==> src/rtl/cdtp_defines.vh <==
// constants for the prescaled count-down timer: register indices, fields, reset values
// assumes a 32-bit AHB-Lite bus; each register index sits at byte address index * 4
`ifndef CDTP_DEFINES_VH
`define CDTP_DEFINES_VH

// register indices; byte address is index * 4
`define CDTP_IDX_COUNT 6'h08
`define CDTP_IDX_CTRL 6'h09
`define CDTP_IDX_EVT_STAT 6'h0a
`define CDTP_IDX_EVT_CLR 6'h0b
`define CDTP_IDX_EVT_EN 6'h0c
`define CDTP_IDX_SYS 6'h0d

// timer_control fields
`define CDTP_CTRL_FLAG 7
`define CDTP_CTRL_MASK 6
`define CDTP_CTRL_EXT 5
`define CDTP_CTRL_GATE 4
`define CDTP_CTRL_PCLR 3
`define CDTP_CTRL_RATIO_HI 2

// system control fields
`define CDTP_SYS_GMASK 0
`define CDTP_SYS_STOP 1
`define CDTP_SYS_WAIT 2
`define CDTP_SYS_STOP_EXIT 3

// event bits
`define CDTP_EVT_ZERO 0
`define CDTP_EVT_WAKE 1
`define CDTP_EVT_N 2

// reset values
`define CDTP_COUNT_RST 8'hff
`define CDTP_RATIO_RST 3'h4
`define CDTP_MASK_RST 1'b1
`define CDTP_GMASK_RST 1'b1

// clock source selections {ext, gate}
`define CDTP_SRC_INT 2'h0
`define CDTP_SRC_AND 2'h1
`define CDTP_SRC_OFF 2'h2
`define CDTP_SRC_PIN 2'h3

// service vector pair of the timer interrupt
`define CDTP_VEC_LO 16'h1ff6
`define CDTP_VEC_HI 16'h1ff7

`endif

==> src/rtl/cdtp_timer.v <==
// prescaled 8-bit count-down timer with AHB-Lite register slave and event interrupt
// assumes one 100 MHz clock, synchronous active-high reset, single word transfers only
//
// How it works
// software-presettable 8-bit counter decrements once per prescaler output tick
// reaching zero by decrement sets count_zero_flag, held until software clears it
// cpu request only while flag set, timer mask clear, global mask clear
// taken timer interrupt fetches its routine address from vector pair 1ff6/1ff7
// counter keeps decrementing past zero and wraps to ff
// count reads return live value, stable through the read data phase
// flag cleared by reset or by writing zero to its control bit
// a write to the timer drops a pending, unserviced timer interrupt
// reset sets the timer mask; mask gates the cpu request and the wait wake request
// 3-bit ratio selects divide by 2**n, 1 to 128; reset ratio 100
// prescaler unreadable; writing one to prescaler_clear zeroes it; bit reads zero
// source bits: 00 internal, 01 internal and pin, 10 off, 11 pin
// reset clears both source bits so the timer runs on the internal clock
// count register reads live value, resets to ff, writes preset the counter
// software sets prescaler_clear whenever it loads a new count
// stop halts counting; stop exit zeroes counter, sets flag, resumes
// counting continues in wait; enabled timer interrupt wakes the processor
// free-running 7-bit prescaler; chosen tap gives one decrement per full period
`include "cdtp_defines.vh"

module cdtp_timer #(
    parameter PRESC_W = 7
) (
    input wire clock,
    input wire sys_rst,
    input wire hsel,
    input wire [31:0] haddr,
    input wire [1:0] htrans,
    input wire hwrite,
    input wire [2:0] hsize,
    input wire [31:0] hwdata,
    input wire hready,
    output reg [31:0] hrdata,
    output reg hreadyout,
    output reg hresp,
    input wire timer_pin,
    output reg timer_irq_req,
    output reg [15:0] timer_vec_addr,
    output reg wake_req,
    output reg irq
);

    reg pin_meta_reg;
    reg pin_sync_reg;
    reg pin_prev_reg;
    reg [7:0] count_reg;
    reg [PRESC_W-1:0] presc_reg;
    reg count_zero_flag_reg;
    reg timer_irq_mask_reg;
    reg ext_clock_select_reg;
    reg pin_input_gate_reg;
    reg [2:0] ratio_reg;
    reg gmask_reg;
    reg stop_reg;
    reg wait_reg;
    reg [`CDTP_EVT_N-1:0] evt_stat_reg;
    reg [`CDTP_EVT_N-1:0] evt_en_reg;
    reg dp_wr_reg;
    reg dp_rd_reg;
    reg [5:0] dp_idx_reg;

    wire addr_take = hsel & htrans[1] & hready;
    wire wr_go = dp_wr_reg;
    wire [7:0] wdat = hwdata[7:0];
    wire wr_count = wr_go && dp_idx_reg == `CDTP_IDX_COUNT;
    wire wr_ctrl = wr_go && dp_idx_reg == `CDTP_IDX_CTRL;
    wire wr_clr = wr_go && dp_idx_reg == `CDTP_IDX_EVT_CLR;
    wire wr_en = wr_go && dp_idx_reg == `CDTP_IDX_EVT_EN;
    wire wr_sys = wr_go && dp_idx_reg == `CDTP_IDX_SYS;
    wire stop_exit = wr_sys & wdat[`CDTP_SYS_STOP_EXIT] & stop_reg;

    // clock source select; pin edge is taken from synced copies only
    reg src_tick;
    always @* begin
        case ({ext_clock_select_reg, pin_input_gate_reg})
            `CDTP_SRC_INT: src_tick = 1'b1;
            `CDTP_SRC_AND: src_tick = pin_sync_reg;
            `CDTP_SRC_OFF: src_tick = 1'b0;
            `CDTP_SRC_PIN: src_tick = pin_sync_reg & ~pin_prev_reg;
            default: src_tick = 1'b0;
        endcase
    end

    wire run_tick = src_tick & ~stop_reg;
    wire [7:0] one_sh = 8'h01 << ratio_reg;
    wire [7:0] mask8 = one_sh - 8'h01;
    // tap fires when the low n prescaler bits are all ones, i.e. a full 2**n period ends
    wire tap_hit = run_tick && ((presc_reg | ~mask8[PRESC_W-1:0]) == {PRESC_W{1'b1}});
    wire hit_zero = tap_hit && !wr_count && count_reg == 8'h01;
    wire flag_set = hit_zero | stop_exit;
    wire req_now = count_zero_flag_reg & ~timer_irq_mask_reg & ~gmask_reg;
    wire wake_now = req_now & wait_reg;
    wire [`CDTP_EVT_N-1:0] evt_pulse;
    assign evt_pulse[`CDTP_EVT_ZERO] = flag_set;
    assign evt_pulse[`CDTP_EVT_WAKE] = wake_now & ~wake_req;

    always @(posedge clock) begin
        if (sys_rst) begin
            pin_meta_reg <= 1'b0;
            pin_sync_reg <= 1'b0;
            pin_prev_reg <= 1'b0;
        end else begin
            pin_meta_reg <= timer_pin;
            pin_sync_reg <= pin_meta_reg;
            pin_prev_reg <= pin_sync_reg;
        end
    end

    // prescaler has no reset; only a prescaler_clear write zeroes it
    always @(posedge clock) begin
        if (wr_ctrl && wdat[`CDTP_CTRL_PCLR]) begin
            presc_reg <= {PRESC_W{1'b0}};
        end else if (run_tick) begin
            presc_reg <= presc_reg + {{(PRESC_W-1){1'b0}}, 1'b1};
        end
    end

    always @(posedge clock) begin
        if (sys_rst) begin
            count_reg <= `CDTP_COUNT_RST;
        end else if (wr_count) begin
            count_reg <= wdat;
        end else if (stop_exit) begin
            count_reg <= 8'h00;
        end else if (tap_hit) begin
            count_reg <= count_reg - 8'h01;
        end
    end

    always @(posedge clock) begin
        if (sys_rst) begin
            count_zero_flag_reg <= 1'b0;
            timer_irq_mask_reg <= `CDTP_MASK_RST;
            ext_clock_select_reg <= 1'b0;
            pin_input_gate_reg <= 1'b0;
            ratio_reg <= `CDTP_RATIO_RST;
        end else begin
            // set wins over a control-bit clear in the same cycle; a count write blocks the set at zero
            if (flag_set) begin
                count_zero_flag_reg <= 1'b1;
            end else if (wr_count || (wr_ctrl && !wdat[`CDTP_CTRL_FLAG])) begin
                count_zero_flag_reg <= 1'b0;
            end
            if (wr_ctrl) begin
                timer_irq_mask_reg <= wdat[`CDTP_CTRL_MASK];
                ext_clock_select_reg <= wdat[`CDTP_CTRL_EXT];
                pin_input_gate_reg <= wdat[`CDTP_CTRL_GATE];
                ratio_reg <= wdat[`CDTP_CTRL_RATIO_HI:0];
            end
        end
    end

    always @(posedge clock) begin
        if (sys_rst) begin
            gmask_reg <= `CDTP_GMASK_RST;
            stop_reg <= 1'b0;
            wait_reg <= 1'b0;
        end else begin
            if (wr_sys) begin
                gmask_reg <= wdat[`CDTP_SYS_GMASK];
                wait_reg <= wdat[`CDTP_SYS_WAIT];
            end else if (wake_now) begin
                wait_reg <= 1'b0;
            end
            if (stop_exit) begin
                stop_reg <= 1'b0;
            end else if (wr_sys) begin
                stop_reg <= wdat[`CDTP_SYS_STOP];
            end
        end
    end

    // sticky event bits; a clear in the same cycle as a new event loses
    genvar gi;
    generate
        for (gi = 0; gi < `CDTP_EVT_N; gi = gi + 1) begin : g_evt
            always @(posedge clock) begin
                if (sys_rst) begin
                    evt_stat_reg[gi] <= 1'b0;
                end else if (evt_pulse[gi]) begin
                    evt_stat_reg[gi] <= 1'b1;
                end else if (wr_clr && wdat[gi]) begin
                    evt_stat_reg[gi] <= 1'b0;
                end
            end
        end
    endgenerate

    always @(posedge clock) begin
        if (sys_rst) begin
            evt_en_reg <= {`CDTP_EVT_N{1'b0}};
        end else if (wr_en) begin
            evt_en_reg <= wdat[`CDTP_EVT_N-1:0];
        end
    end

    reg [7:0] rd_val;
    always @* begin
        case (dp_idx_reg)
            `CDTP_IDX_COUNT: rd_val = count_reg;
            `CDTP_IDX_CTRL: rd_val = {count_zero_flag_reg, timer_irq_mask_reg, ext_clock_select_reg,
                                      pin_input_gate_reg, 1'b0, ratio_reg};
            `CDTP_IDX_EVT_STAT: rd_val = {6'h00, evt_stat_reg};
            `CDTP_IDX_EVT_EN: rd_val = {6'h00, evt_en_reg};
            `CDTP_IDX_SYS: rd_val = {5'h00, wait_reg, stop_reg, gmask_reg};
            default: rd_val = 8'h00;
        endcase
    end

    // reads take one wait state so a write just before is already visible
    always @(posedge clock) begin
        if (sys_rst) begin
            dp_wr_reg <= 1'b0;
            dp_rd_reg <= 1'b0;
            dp_idx_reg <= 6'h00;
            hreadyout <= 1'b1;
            hrdata <= 32'h0000_0000;
            hresp <= 1'b0;
        end else begin
            hresp <= 1'b0;
            if (dp_rd_reg) begin
                hrdata <= {24'h00_0000, rd_val};
                hreadyout <= 1'b1;
                dp_rd_reg <= 1'b0;
            end else begin
                dp_wr_reg <= addr_take & hwrite & (haddr[1:0] == 2'b00);
                dp_rd_reg <= addr_take & ~hwrite;
                if (addr_take) begin
                    dp_idx_reg <= haddr[7:2];
                    hreadyout <= hwrite;
                end
            end
        end
    end

    always @(posedge clock) begin
        if (sys_rst) begin
            timer_irq_req <= 1'b0;
            wake_req <= 1'b0;
            irq <= 1'b0;
            timer_vec_addr <= `CDTP_VEC_LO;
        end else begin
            timer_irq_req <= req_now;
            wake_req <= wake_now;
            irq <= |(evt_stat_reg & evt_en_reg);
            timer_vec_addr <= `CDTP_VEC_LO;
        end
    end

endmodule // cdtp_timer

==> config.mk <==
export PLATFORM = sky130hd
export DESIGN_NAME = cdtp_timer
export DESIGN_NICKNAME = d
export VERILOG_FILES = /design/src/rtl/cdtp_timer.v
export VERILOG_INCLUDE_DIRS = /design/src /design/src/rtl
export SDC_FILE = /design/constraint.sdc
export NUM_CORES = 1
export LEC_CHECK = 0
export BUFFER_PORTS_ARGS = -buffer_cell sky130_fd_sc_hd__buf_2
export CORE_MARGIN = 5
export CORE_UTILIZATION = 32
export DETAILED_ROUTE_END_ITERATION = 8
export PLACE_DENSITY_LB_ADDON = 0.08
export REMOVE_ABC_BUFFERS = 1
export SLEW_MARGIN = 15
export SYNTH_ARGS = -nofsm -noshare
export SYNTH_HDL_FRONTEND = slang
export SYNTH_SLANG_ARGS = --single-unit
==> constraint.sdc <==
create_clock -name clock -period 6.7 [get_ports clock]
set_clock_uncertainty 0.1 [all_clocks]
set_input_delay 1.675 -clock clock [delete_from_list [all_inputs] [get_ports clock]]
set_output_delay 1.675 -clock clock [all_outputs]
set_load 0.02 [all_outputs]
# After elaboration in Yosys (flattened, before gate mapping)
# Cells that the tools add are included.
# classes
add_sub_neg,3
eq_ne,11
shifts,1
mux,13
bitwise,24
n_reduce_logical,26
# op_table
cell,n
case mux 8 bit (5 select lines),1
"equality test 6 x 4 -> 1 bit, second input constant",6
two-way mux 8 bit,3
bitwise AND 1 bit,13
logical AND 1 bit,12
"equality test 8 x 1 -> 1 bit, second input constant",1
two-way mux 1 bit,8
nonzero test 2 bit,4
"subtractor 8 x 1 -> 8 bit, second input constant",1
"adder 7 x 1 -> 7 bit, second input constant",1
"equality test 7 bit, second input constant",1
inverter 1 bit,7
inverter 7 bit,1
bitwise OR 7 bit,1
"left shift 1 x 3 -> 7 bit, first input constant",1
"subtractor 7 x 1 -> 7 bit, second input constant",1
OR reduction 2 bit,3
"equality test 2 bit, second input constant",2
zero test 2 bit,2
case mux 1 bit (4 select lines),1
nonzero test 3 bit,1
bitwise AND 2 bit,1
"equality test 2 x 1 -> 1 bit, second input constant",1
zero test 1 bit,2
3 further kinds,3
# word_totals
ff_bits,52
in_bits,75

# Longest topological paths before layout
# Gate-level depths: netlist of run 1.
# logic_depth
word_depth,10
depth_mapped,10
depth_no_buf,8

# Least setup slack after synthesis of run 1
# Ideal clock, no wire load.
# synth_path
path_kind,input port to flip-flop
start,input port hwdata[3]
end,register count_reg[0]
setup_ns,0.134
arrival_time_ns,2.517
setup_slack_ns,3.949
cell_stages,7
path_buffers,2
path_cell_list,nand3_1 o22ai_1 and2_1 buf_4 buf_6 a2111oi_0 a21oi_1
# synth_via
elab_chain_cells,4
elab_cells_between_ends,5
cone_classes,2 x mux; 2 x bitwise; 1 x reduce/logical
# synth_rtl
element,line_no,source
"start, declared",cdtp_timer.v:35,"input wire [31:0] hwdata,"
bitwise AND 1 bit (*) (2 in a row),cdtp_timer.v:74,wire stop_exit = wr_sys & wdat[`CDTP_SYS_STOP_EXIT] & stop_reg;
two-way mux 8 bit,cdtp_timer.v:127,end else if (stop_exit) begin
two-way mux 8 bit,cdtp_timer.v:125,end else if (wr_count) begin
"end signal, assigned",cdtp_timer.v:124,count_reg <= `CDTP_COUNT_RST;
"end signal, assigned",cdtp_timer.v:126,count_reg <= wdat;
"end signal, assigned",cdtp_timer.v:130,count_reg <= count_reg - 8'h01;
"end, declared",cdtp_timer.v:50,reg [7:0] count_reg;
# Every way passes the cells marked *; elsewhere a longest branch is shown, timed or not.
# A chain may end at the register's enable or synchronous reset.

# Worst setup path after layout of run 1
# layout_path
start,input port sys_rst
end,register evt_stat_reg[1]
# layout_rtl
element,line_no,source
"start, declared",cdtp_timer.v:29,"input wire sys_rst,"
"end signal, assigned by index",cdtp_timer.v:183,evt_stat_reg[gi] <= 1'b0;
"end signal, assigned by index",cdtp_timer.v:185,evt_stat_reg[gi] <= 1'b1;
"end signal, assigned by index",cdtp_timer.v:187,evt_stat_reg[gi] <= 1'b0;
"end, declared",cdtp_timer.v:60,reg [`CDTP_EVT_N-1:0] evt_stat_reg;
# No word-level cell between the ends.

==> flow_summary.toml, run 1 <==
[outcome]
outcome = "finished clean"

[synthesis]
yosysTopAreaCell = "dfxtp_1"
synth-seq-area-share = 0.346
netlist_area_sq_um = 3010
synth-edff-count = 0
ys_async_sr_fraction = 0
yosys_warnings = 0
synth_xor_area_frac = 0.0175
yosys-top-cells-area = "dfxtp_1 (35%), buf_4 (10%), mux2i_1 (5.0%)"
yosys-top-cells-count = "dfxtp_1 (52), buf_4 (42), nand2_1 (40), nor2_1 (35), a21oi_1 (19)"
ys.flop_type = "dfxtp_1"
synth_area_per_cell_sq_um = 8.37
synth-compound-area-share = 0.179
postSynthCellCount = 359
synth_top_area_share = 0.346
synth_simple_gate_area_frac = 0.249
synth_top_family_by_area = "simple AND/OR/NAND/NOR gates"
ys_types = 62
ys_seq_elements = 52
synth_most_common_cell = "dfxtp_1"
synth_mux_area_frac = 0.0500
synth_fa_ha_area_frac = 0.0167

[finish]
syn_to_final_growth_pct = 5.79
final_area_sq_um = 3180
fin_cells = 493
fin_nets = 460
drive_above_1_share = 0.131
diodes = 0

[grt]
grt_pass1_vias = 2258
antenna_found_initial = 0
grt_start_max_net_pins = 35
grt_use_total = 0.131
grt_pass1_wl_microns = 12000
overflow = 0

[worst_setup_path]
worstPathRequired_ns = 6.81
reg2reg_slack_ns = 4.04
r2r-end = "count_reg[3]$_SDFFE_PP1P_"
worst_setup_path_end_kind = "flip-flop"
start_kind = "input pin"
cp_max_fo = 34
rr_startpoint = "ratio_reg[1]$_SDFFE_PP0P_"
worstSetupStartpoint = "sys_rst"
endpoint = "evt_stat_reg[1]$_SDFFE_PP0P_"
rr_worst_depth = 7
crit_arrival_ns = 2.93
crit_type = "input pin to flip-flop"

[place]
dp_hpwl_microns = 5530
place_inst = 485
gp_congestion = 0.764
numPortBuffers = 34
placed_cell_area_sq_um = 3070

[pwr]
ir_worst_vdd_v = 0.0000819
leakagePower_nw = 1.27
cellPowerDensity_nw_per_um2 = 250
totalPowerFinal_mw = 0.795

[timing]
drv_slew = 0
max_slew.worst_pin.slew_ns = 0.886
holdWs_ns = 0.355
setup-violations-final = 0
fin_crit_sh = 0.421
fin_crit_ns = 2.82
rsz0062_at_grt = "no"
fmax_mhz = 354
finalSetupTns_ns = 0
relSlewSlack = 0.408
hold_viol = 0

[min_path]
holdCritPathClass = "flip-flop to flip-flop"

[detailed_routing]
wirelength_microns = 7490
via_per_inst = 4.96
ant_nets = 0
drc_errors = 0
vias = 2443
drt_iter0_drc = 145
wl_per_cell_microns = 15.2
first_pass_iters = 4

[clocking]
clock_latency_ns = 0.31
cts.sinks = 52
clk_pin_slew_worst_paths_ns = 0.09
cts-buffers-inserted = 5
clockBufferDepth = 2
cts_setup_buffers = 0
cts_hold_buf = 0
cts_resized = 0
cts_root_buf = "clkbuf_8"
cts_tree = "built"
cts_max_level = 2

[floorplan]
dieHeight_microns = 107
dieArea_sq_um = 11400
io_pins = 128
start_util = 0.327
core-area_sq_um = 9200
rows = 35
die_x_microns = 107

[flow_run]
cap_viol_max_count = 0
## cell families (layout without fill, tap and decap cells)
family                   count (synthesis)  in the layout
AO/OA/AOI/OAI                           73             73
XOR/XNOR                                 6              6
adder cells (fa/ha/maj)                  4              4
buffers and inverters                   66             50
flip-flops                              52             52
multiplexers                            15             15
other                                    2             41
AND/OR/NAND/NOR                        141            141
## how the worst min path moves through the flow
stage	endpoint	cells after the start	startpoint
final	pin_sync_reg$_SDFF_PP0_	1	pin_meta_reg$_SDFF_PP0_
after global routing	pin_sync_reg$_SDFF_PP0_	1	pin_meta_reg$_SDFF_PP0_
after CTS	hrdata[5]$_SDFFE_PP0P_	2	hrdata[5]$_SDFFE_PP0P_
after detailed placement	pin_sync_reg$_SDFF_PP0_	1	pin_meta_reg$_SDFF_PP0_
after global placement	hrdata[7]$_SDFFE_PP0P_	2	hrdata[7]$_SDFFE_PP0P_
after floorplan	pin_sync_reg$_SDFF_PP0_	1	pin_meta_reg$_SDFF_PP0_
## final cells by class
type | count | area [sq um]
fillers | 978 | 6020
multi-input cells | 280 | 1690
flip-flops and latches | 52 | 1040
repair buffers | 34 | 170
well taps | 111 | 139
clock buffers | 6 | 72.6
clock inverters | 2 | 35.0
inverters | 8 | 30.0
## report_power, final
group	internal, mW	switching [mW]	leakage [nW]
logic	0.0701	0.118	0.794
registers	0.342	0.0469	0.424
clock network	0.111	0.107	0.0552
## cells in the final DEF, fill, tap and decap left out, types with 4 or more instances in the layout
master,instances
nand2b_1,7
nand3_1,8
and2_1,7
xor2_1,4
nand2_1,40
buf_2,34
a21oi_1,19
dfxtp_1,52
inv_1,8
nand4_1,5
nor4_1,4
mux2i_1,15
conb_1,41
and3_1,5
clkbuf_8,5
nor3_1,4
nor2_1,35
o21ai_1,7
ha_1,4
nor2b_1,6
a2bb2oi_1,5
a211oi_1,6
a2111oi_0,4
## worst max-delay path, cell delays in order
cell	delay, ns
buf_2	0.51
inv_1	0.39
a32o_1	0.34
## per-layer routing
layer,GRT usage,routed length (microns),part of all wire
met1,0.182,3680,0.49
met2,0.205,3370,0.45
met3,0.0271,377,0.050
met4,0.0411,65,0.0087
met5,0,0,0
## through the flow
stage,util,setup slack (ns)
2_1_floorplan,-,3.94
3_3_place_gp,0.334,3.52
3_5_place_dp,0.334,3.52
4_1_cts,0.346,3.86
5_1_grt,0.346,3.76
6_report,0.346,3.88
Power figures use the tool's default switching activity.
==> run 2, diff against run 1 <==
--- a/config.mk
+++ b/config.mk
@@ -6,6 +6,7 @@
 export SDC_FILE = /design/constraint.sdc
 export NUM_CORES = 1
 export LEC_CHECK = 0
+export ABC_AREA = 1
 export BUFFER_PORTS_ARGS = -buffer_cell sky130_fd_sc_hd__buf_2
 export CORE_MARGIN = 5
 export CORE_UTILIZATION = 32
==> constraint.sdc (replaced) <==
create_clock -name clock -period 2.4 [get_ports clock]
set_clock_uncertainty 0.1 [all_clocks]
set_input_delay 0.6 -clock clock [delete_from_list [all_inputs] [get_ports clock]]
set_output_delay 0.6 -clock clock [all_outputs]
set_load 0.02 [all_outputs]
==> flow_summary.toml, run 2 <==
[synthesis]
yosysTopAreaCell = "dfxtp_1"
netlist_area_sq_um = 2970
ys_seq_elements = 52
synth_area_per_cell_sq_um = 7.10
ys.flop_type = "dfxtp_1"
synth_most_common_cell = "nand2_1"
ys_types = 36
ys_async_sr_fraction = 0
synth_top_area_share = 0.351
yosys-top-cells-area = "dfxtp_1 (35%), buf_4 (11%), nand2_1 (10%)"
postSynthCellCount = 418
yosys-top-cells-count = "nand2_1 (83), dfxtp_1 (52), inv_1 (46), buf_4 (42), nand3_1 (37)"
yosys_warnings = 0
synth-edff-count = 0
synth-seq-area-share = 0.351

[timing]
fin_crit_ns = 1.90
fmax_mhz = 525
rsz0062_at_grt = "no"
fin_crit_sh = 0.793
drv_slew = 0
hold_viol = 0
holdWs_ns = 0.307
finalSetupTns_ns = 0
finalWorstSetupSlack_ns = 0.497
setup-violations-final = 0

[worst_setup_path]
worstPathRequired_ns = 2.49
cpMostUsedCell = "nand2_1"
path_cells = "nor2_1, nand2_1, ha_1, nand3_1, nand2_1, a21oi_1, nor2_2, nand2_4, nand2_4, nand2_1, nand3_1"
reg2reg_slack_ns = 0.50
r2r-end = "count_reg[6]$_SDFFE_PP1P_"
cp_max_fo = 9
start_kind = "flip-flop"
rr_worst_depth = 11
worst_setup_path_end_kind = "flip-flop"
crit_arrival_ns = 2.00
rr_startpoint = "ratio_reg[1]$_SDFFE_PP0P_"
crit_type = "flip-flop to flip-flop"
max_stage_delay_ns = 0.40
cp_slowest_cell = "dfxtp_1"

[finish]
final_common_cell = "nand2_1"
drive_above_1_share = 0.164
diodes = 0
syn_to_final_growth_pct = 6.96
fin_util = 0.347
layout_common_cells = "nand2_1 (83), dfxtp_1 (52), inv_1 (46), conb_1 (41), nand3_1 (37)"
final_area_sq_um = 3170
fillers = 1011
fin_nets = 530

[detailed_routing]
first_pass_iters = 4
drt_iter0_drc = 91
ant_nets = 0
vias = 2498
wirelength_microns = 6940
wl_per_cell_microns = 12.3
drc_errors = 0
via_per_inst = 4.44

[place]
placed_cell_area_sq_um = 3080
gp_congestion = 0.786
numPortBuffers = 34
dp_slack_ns = 0.521
dp_hpwl_microns = 5510

[min_path]
worstHoldEndpoint = "pin_sync_reg$_SDFF_PP0_"
hp-start = "pin_meta_reg$_SDFF_PP0_"
hold_depth = 2
holdCritPathClass = "flip-flop to flip-flop"

[clocking]
cts_hold_buf = 0
clk_pin_slew_worst_paths_ns = 0.10
clockBufferDepth = 2
cts.sinks = 52
cts_tree = "built"
cts-buffers-inserted = 5
cts_setup_buffers = 0
cts_max_level = 2
cts_root_buf = "clkbuf_8"
cts_resized = 0
clock_latency_ns = 0.31

[grt]
grt_start_max_net_pins = 18
antenna_found_initial = 0
overflow = 0
grt_pass1_vias = 2264
grt_use_total = 0.123
grt_pass1_wl_microns = 11200

[floorplan]
rows = 35
io_pins = 128
start_util = 0.324
die_x_microns = 106
dieHeight_microns = 106
core-area_sq_um = 9150
dieArea_sq_um = 11300

[flow_run]
cap_viol_max_count = 0

[pwr]
ir_worst_vdd_v = 0.000229
p_switching_mw = 0.708
swShare = 0.343
cellPowerDensity_nw_per_um2 = 651
seqPwrFrac = 0.491
power.share.clock = 0.255
p_int_mw = 1.36
leakagePower_nw = 1.64
power_frac_comb = 0.254

[outcome]
outcome = "finished clean"
==> run 2: how the worst max path moves through the flow <==
stage	endpoint	from	slack, ns
CTS	count_reg[6]$_SDFFE_PP1P_	ratio_reg[0]$_SDFFE_PP0P_	0.49
floorplan	count_reg[3]$_SDFFE_PP1P_	ratio_reg[0]$_SDFFE_PP0P_	0.73
detailed placement	count_reg[4]$_SDFFE_PP1P_	ratio_reg[0]$_SDFFE_PP0P_	0.52
finish	count_reg[6]$_SDFFE_PP1P_	ratio_reg[1]$_SDFFE_PP0P_	0.50
global placement	count_reg[6]$_SDFFE_PP1P_	ratio_reg[0]$_SDFFE_PP0P_	0.52
global route	count_reg[2]$_SDFFE_PP1P_	ratio_reg[1]$_SDFFE_PP0P_	0.23
==> run 2: logic make-up after synthesis <==
group | synth area share
xor gates and xnor gates | 0.0207
adders and majority gates | 0.0169
and+or+nand+nor | 0.287
buffers and inverters | 0.196
DFF | 0.351
AOI/OAI and AO/OA | 0.126
other | 0.00253
==> run 2: worst max-delay path: cells and delay by family (launching register included) <==
| family | cells | cell delay, ns |
|---|---|---|
| simple gates | 9 | 0.87 |
| flops | 1 | 0.40 |
| fa+ha+maj | 1 | 0.26 |
| compound gates | 1 | 0.14 |
==> run 2: power groups by stage <==
stage               clock, mW  sequential [mW]  combinational, mW
floorplan                   0             1.01              0.429
global placement            0             1.03              0.526
CTS                     0.563             1.01              0.529
detailed placement          0             1.03              0.526
global route            0.585             1.02              0.607
finish                  0.527             1.01              0.524
==> run 2: final cells by class <==
class | instances | area [sq um] | share of cell area
Multi-Input combinational cell | 299 | 1490 | 0.469
Inverter | 58 | 234 | 0.0737
Tap cell | 111 | 139 | 0.0438
Clock inverter | 2 | 10.0 | 0.00315
Clock buffer | 6 | 82.6 | 0.0260
Sequential cell | 52 | 1040 | 0.328
Timing Repair Buffer | 35 | 178 | 0.0560
==> run 2: through the flow <==
step	total power, mW	instances
after global placement	1.56	555
after floorplan	1.44	409
final	2.07	563
after global routing	2.22	563
after detailed placement	1.56	555
after CTS	2.11	563
==> run 2: metal layers <==
layer  GRT usage  vias up  routed length [microns]
li1            -     1322                        -
met1       0.161     1114                     3210
met2       0.211       56                     3360
met3      0.0206        6                      295
met4      0.0305        0                       70
met5           0        -                        0
==> run 3, diff against run 2 <==
--- a/config.mk
+++ b/config.mk
@@ -6,7 +6,7 @@
 export SDC_FILE = /design/constraint.sdc
 export NUM_CORES = 1
 export LEC_CHECK = 0
-export ABC_AREA = 1
+export ABC_AREA = 0
 export BUFFER_PORTS_ARGS = -buffer_cell sky130_fd_sc_hd__buf_2
 export CORE_MARGIN = 5
 export CORE_UTILIZATION = 32
==> constraint.sdc (replaced) <==
create_clock -name clock -period 1.6 [get_ports clock]
set_clock_uncertainty 0.1 [all_clocks]
set_input_delay 0.4 -clock clock [delete_from_list [all_inputs] [get_ports clock]]
set_output_delay 0.4 -clock clock [all_outputs]
set_load 0.02 [all_outputs]
==> flow_summary.toml, run 3 (synthesis results as in run 1) <==
[place]
placed_cell_area_sq_um = 3650
dp_slack_ns = -0.815
numPortBuffers = 34
dp_hpwl_microns = 6430
gp_congestion = 0.803
place_inst = 556

[detailed_routing]
ant_nets = 0
drc_errors = 0
drt_iter0_drc = 118
first_pass_iters = 4
wirelength_microns = 8570
vias = 2755
wl_per_cell_microns = 14.9
via_per_inst = 4.78

[outcome]
outcome = "complete, but fails checks"
violations = "negative setup slack"

[finish]
drive_above_1_share = 0.394
fillers = 943
final_area_sq_um = 4200
regArea_sq_um = 1050
fin_cells = 576
fin_nets = 543
syn_to_final_growth_pct = 39.7
final_common_cell = "buf_4"
layout_common_cells = "buf_4 (67), dfxtp_1 (43), conb_1 (41), nand2_1 (40), buf_2 (34)"
diodes = 0
multiInputGateArea_sq_um = 2000
fin_util = 0.456

[clocking]
cts_tree = "built"
cts_hold_buf = 0
clockBufferDepth = 2
cts.sinks = 52
cts_root_buf = "clkbuf_8"
clock_latency_ns = 0.31
clk_pin_slew_worst_paths_ns = 0.10
cts_max_level = 2
cts-buffers-inserted = 5

[floorplan]
die_x_microns = 107
rows = 35
core-area_sq_um = 9200
dieArea_sq_um = 11400
start_util = 0.327
io_pins = 128
dieHeight_microns = 107

[pwr]
ir_worst_vdd_v = 0.000535
leakagePower_nw = 1.75
cellPowerDensity_nw_per_um2 = 943
totalPowerFinal_mw = 3.96

[timing]
finalWorstSetupSlack_ns = -0.654
holdWs_ns = 0.190
hold_viol = 0
finalSetupTns_ns = -6.87
fin_crit_sh = 1.41
fmax_mhz = 444
setup-violations-final = 24
rsz0062_at_grt = "yes"
fin_crit_ns = 2.25
drv_slew = 0

[worst_setup_path]
crit_type = "flip-flop to flip-flop"
cp_max_fo = 5
worstPathRequired_ns = 1.71
crit_family = "simple AND/OR/NAND/NOR gates"
worst_setup_path_end_kind = "flip-flop"
cp_slowest_cell = "or3_4"
path_cells = "or3_4, ha_4, nand2b_4, a32oi_2, o2111ai_2, buf_4, nor4b_4, o31ai_2"
max_stage_delay_ns = 0.37
critPathBufInv = 1
crit_arrival_ns = 2.36
start_kind = "flip-flop"

[grt]
antenna_found_initial = 0
grt_start_max_net_pins = 26
grt_use_total = 0.148
overflow = 0
grt_pass1_wl_microns = 13400
grt_pass1_vias = 2660

[flow_run]
cap_viol_max_count = 0

[min_path]
holdCritPathClass = "input pin to flip-flop"
[run 3: worst reg2reg max path, cell delays in order, from the launching register on]
cell and delay (ns):
dfxtp_2 0.35, or3_4 0.37, ha_4 0.20, nand2b_4 0.16, a32oi_2 0.22, o2111ai_2 0.19
buf_4 0.21, nor4b_4 0.27, o31ai_2 0.09
[run 3: per-layer routing]
metal	global-route usage	vias to the layer above	wire length [microns]
met5	0	-	0
met3	0.0241	8	315
met1	0.195	1307	3980
met2	0.252	50	4160
li1	-	1390	-
met4	0.0411	0	104
[run 3: area by class of cell]
type,instances,share of cell area
clock inverter,3,0.0101
tap,111,0.0331
sequential,52,0.251
inverter,8,0.00715
clock buffer,5,0.0164
multi-input combinational,281,0.476
timing repair buffer,116,0.207
[run 3: repair_timing]
action	4_1_cts	5_1_grt
cloned	1	0
pin swaps	14	17
setup buffers	2	12
setup endpoints to repair	28	33
gates resized for setup	50	30
[run 3: worst paths after layout]
path	startpoint	endpoint	slack (ns)	depth (start not counted)
setup / recovery	ratio_reg[1]$_SDFFE_PP0P_	count_reg[7]$_SDFFE_PP1P_	-0.65	8
hold / removal	hwrite	dp_rd_reg$_SDFF_PP0_	0.19	2
hold reg to reg	hrdata[2]$_SDFFE_PP0P_	hrdata[2]$_SDFFE_PP0P_	0.36	2
setup reg to reg	ratio_reg[1]$_SDFFE_PP0P_	count_reg[7]$_SDFFE_PP1P_	-0.65	8
[run 3: power by group]
group / leakage [nW] / switching [mW] / internal, mW
Clock: 0.0541 / 0.469 / 0.464
Sequential: 0.427 / 0.104 / 1.43
Combinational: 1.27 / 0.786 / 0.701
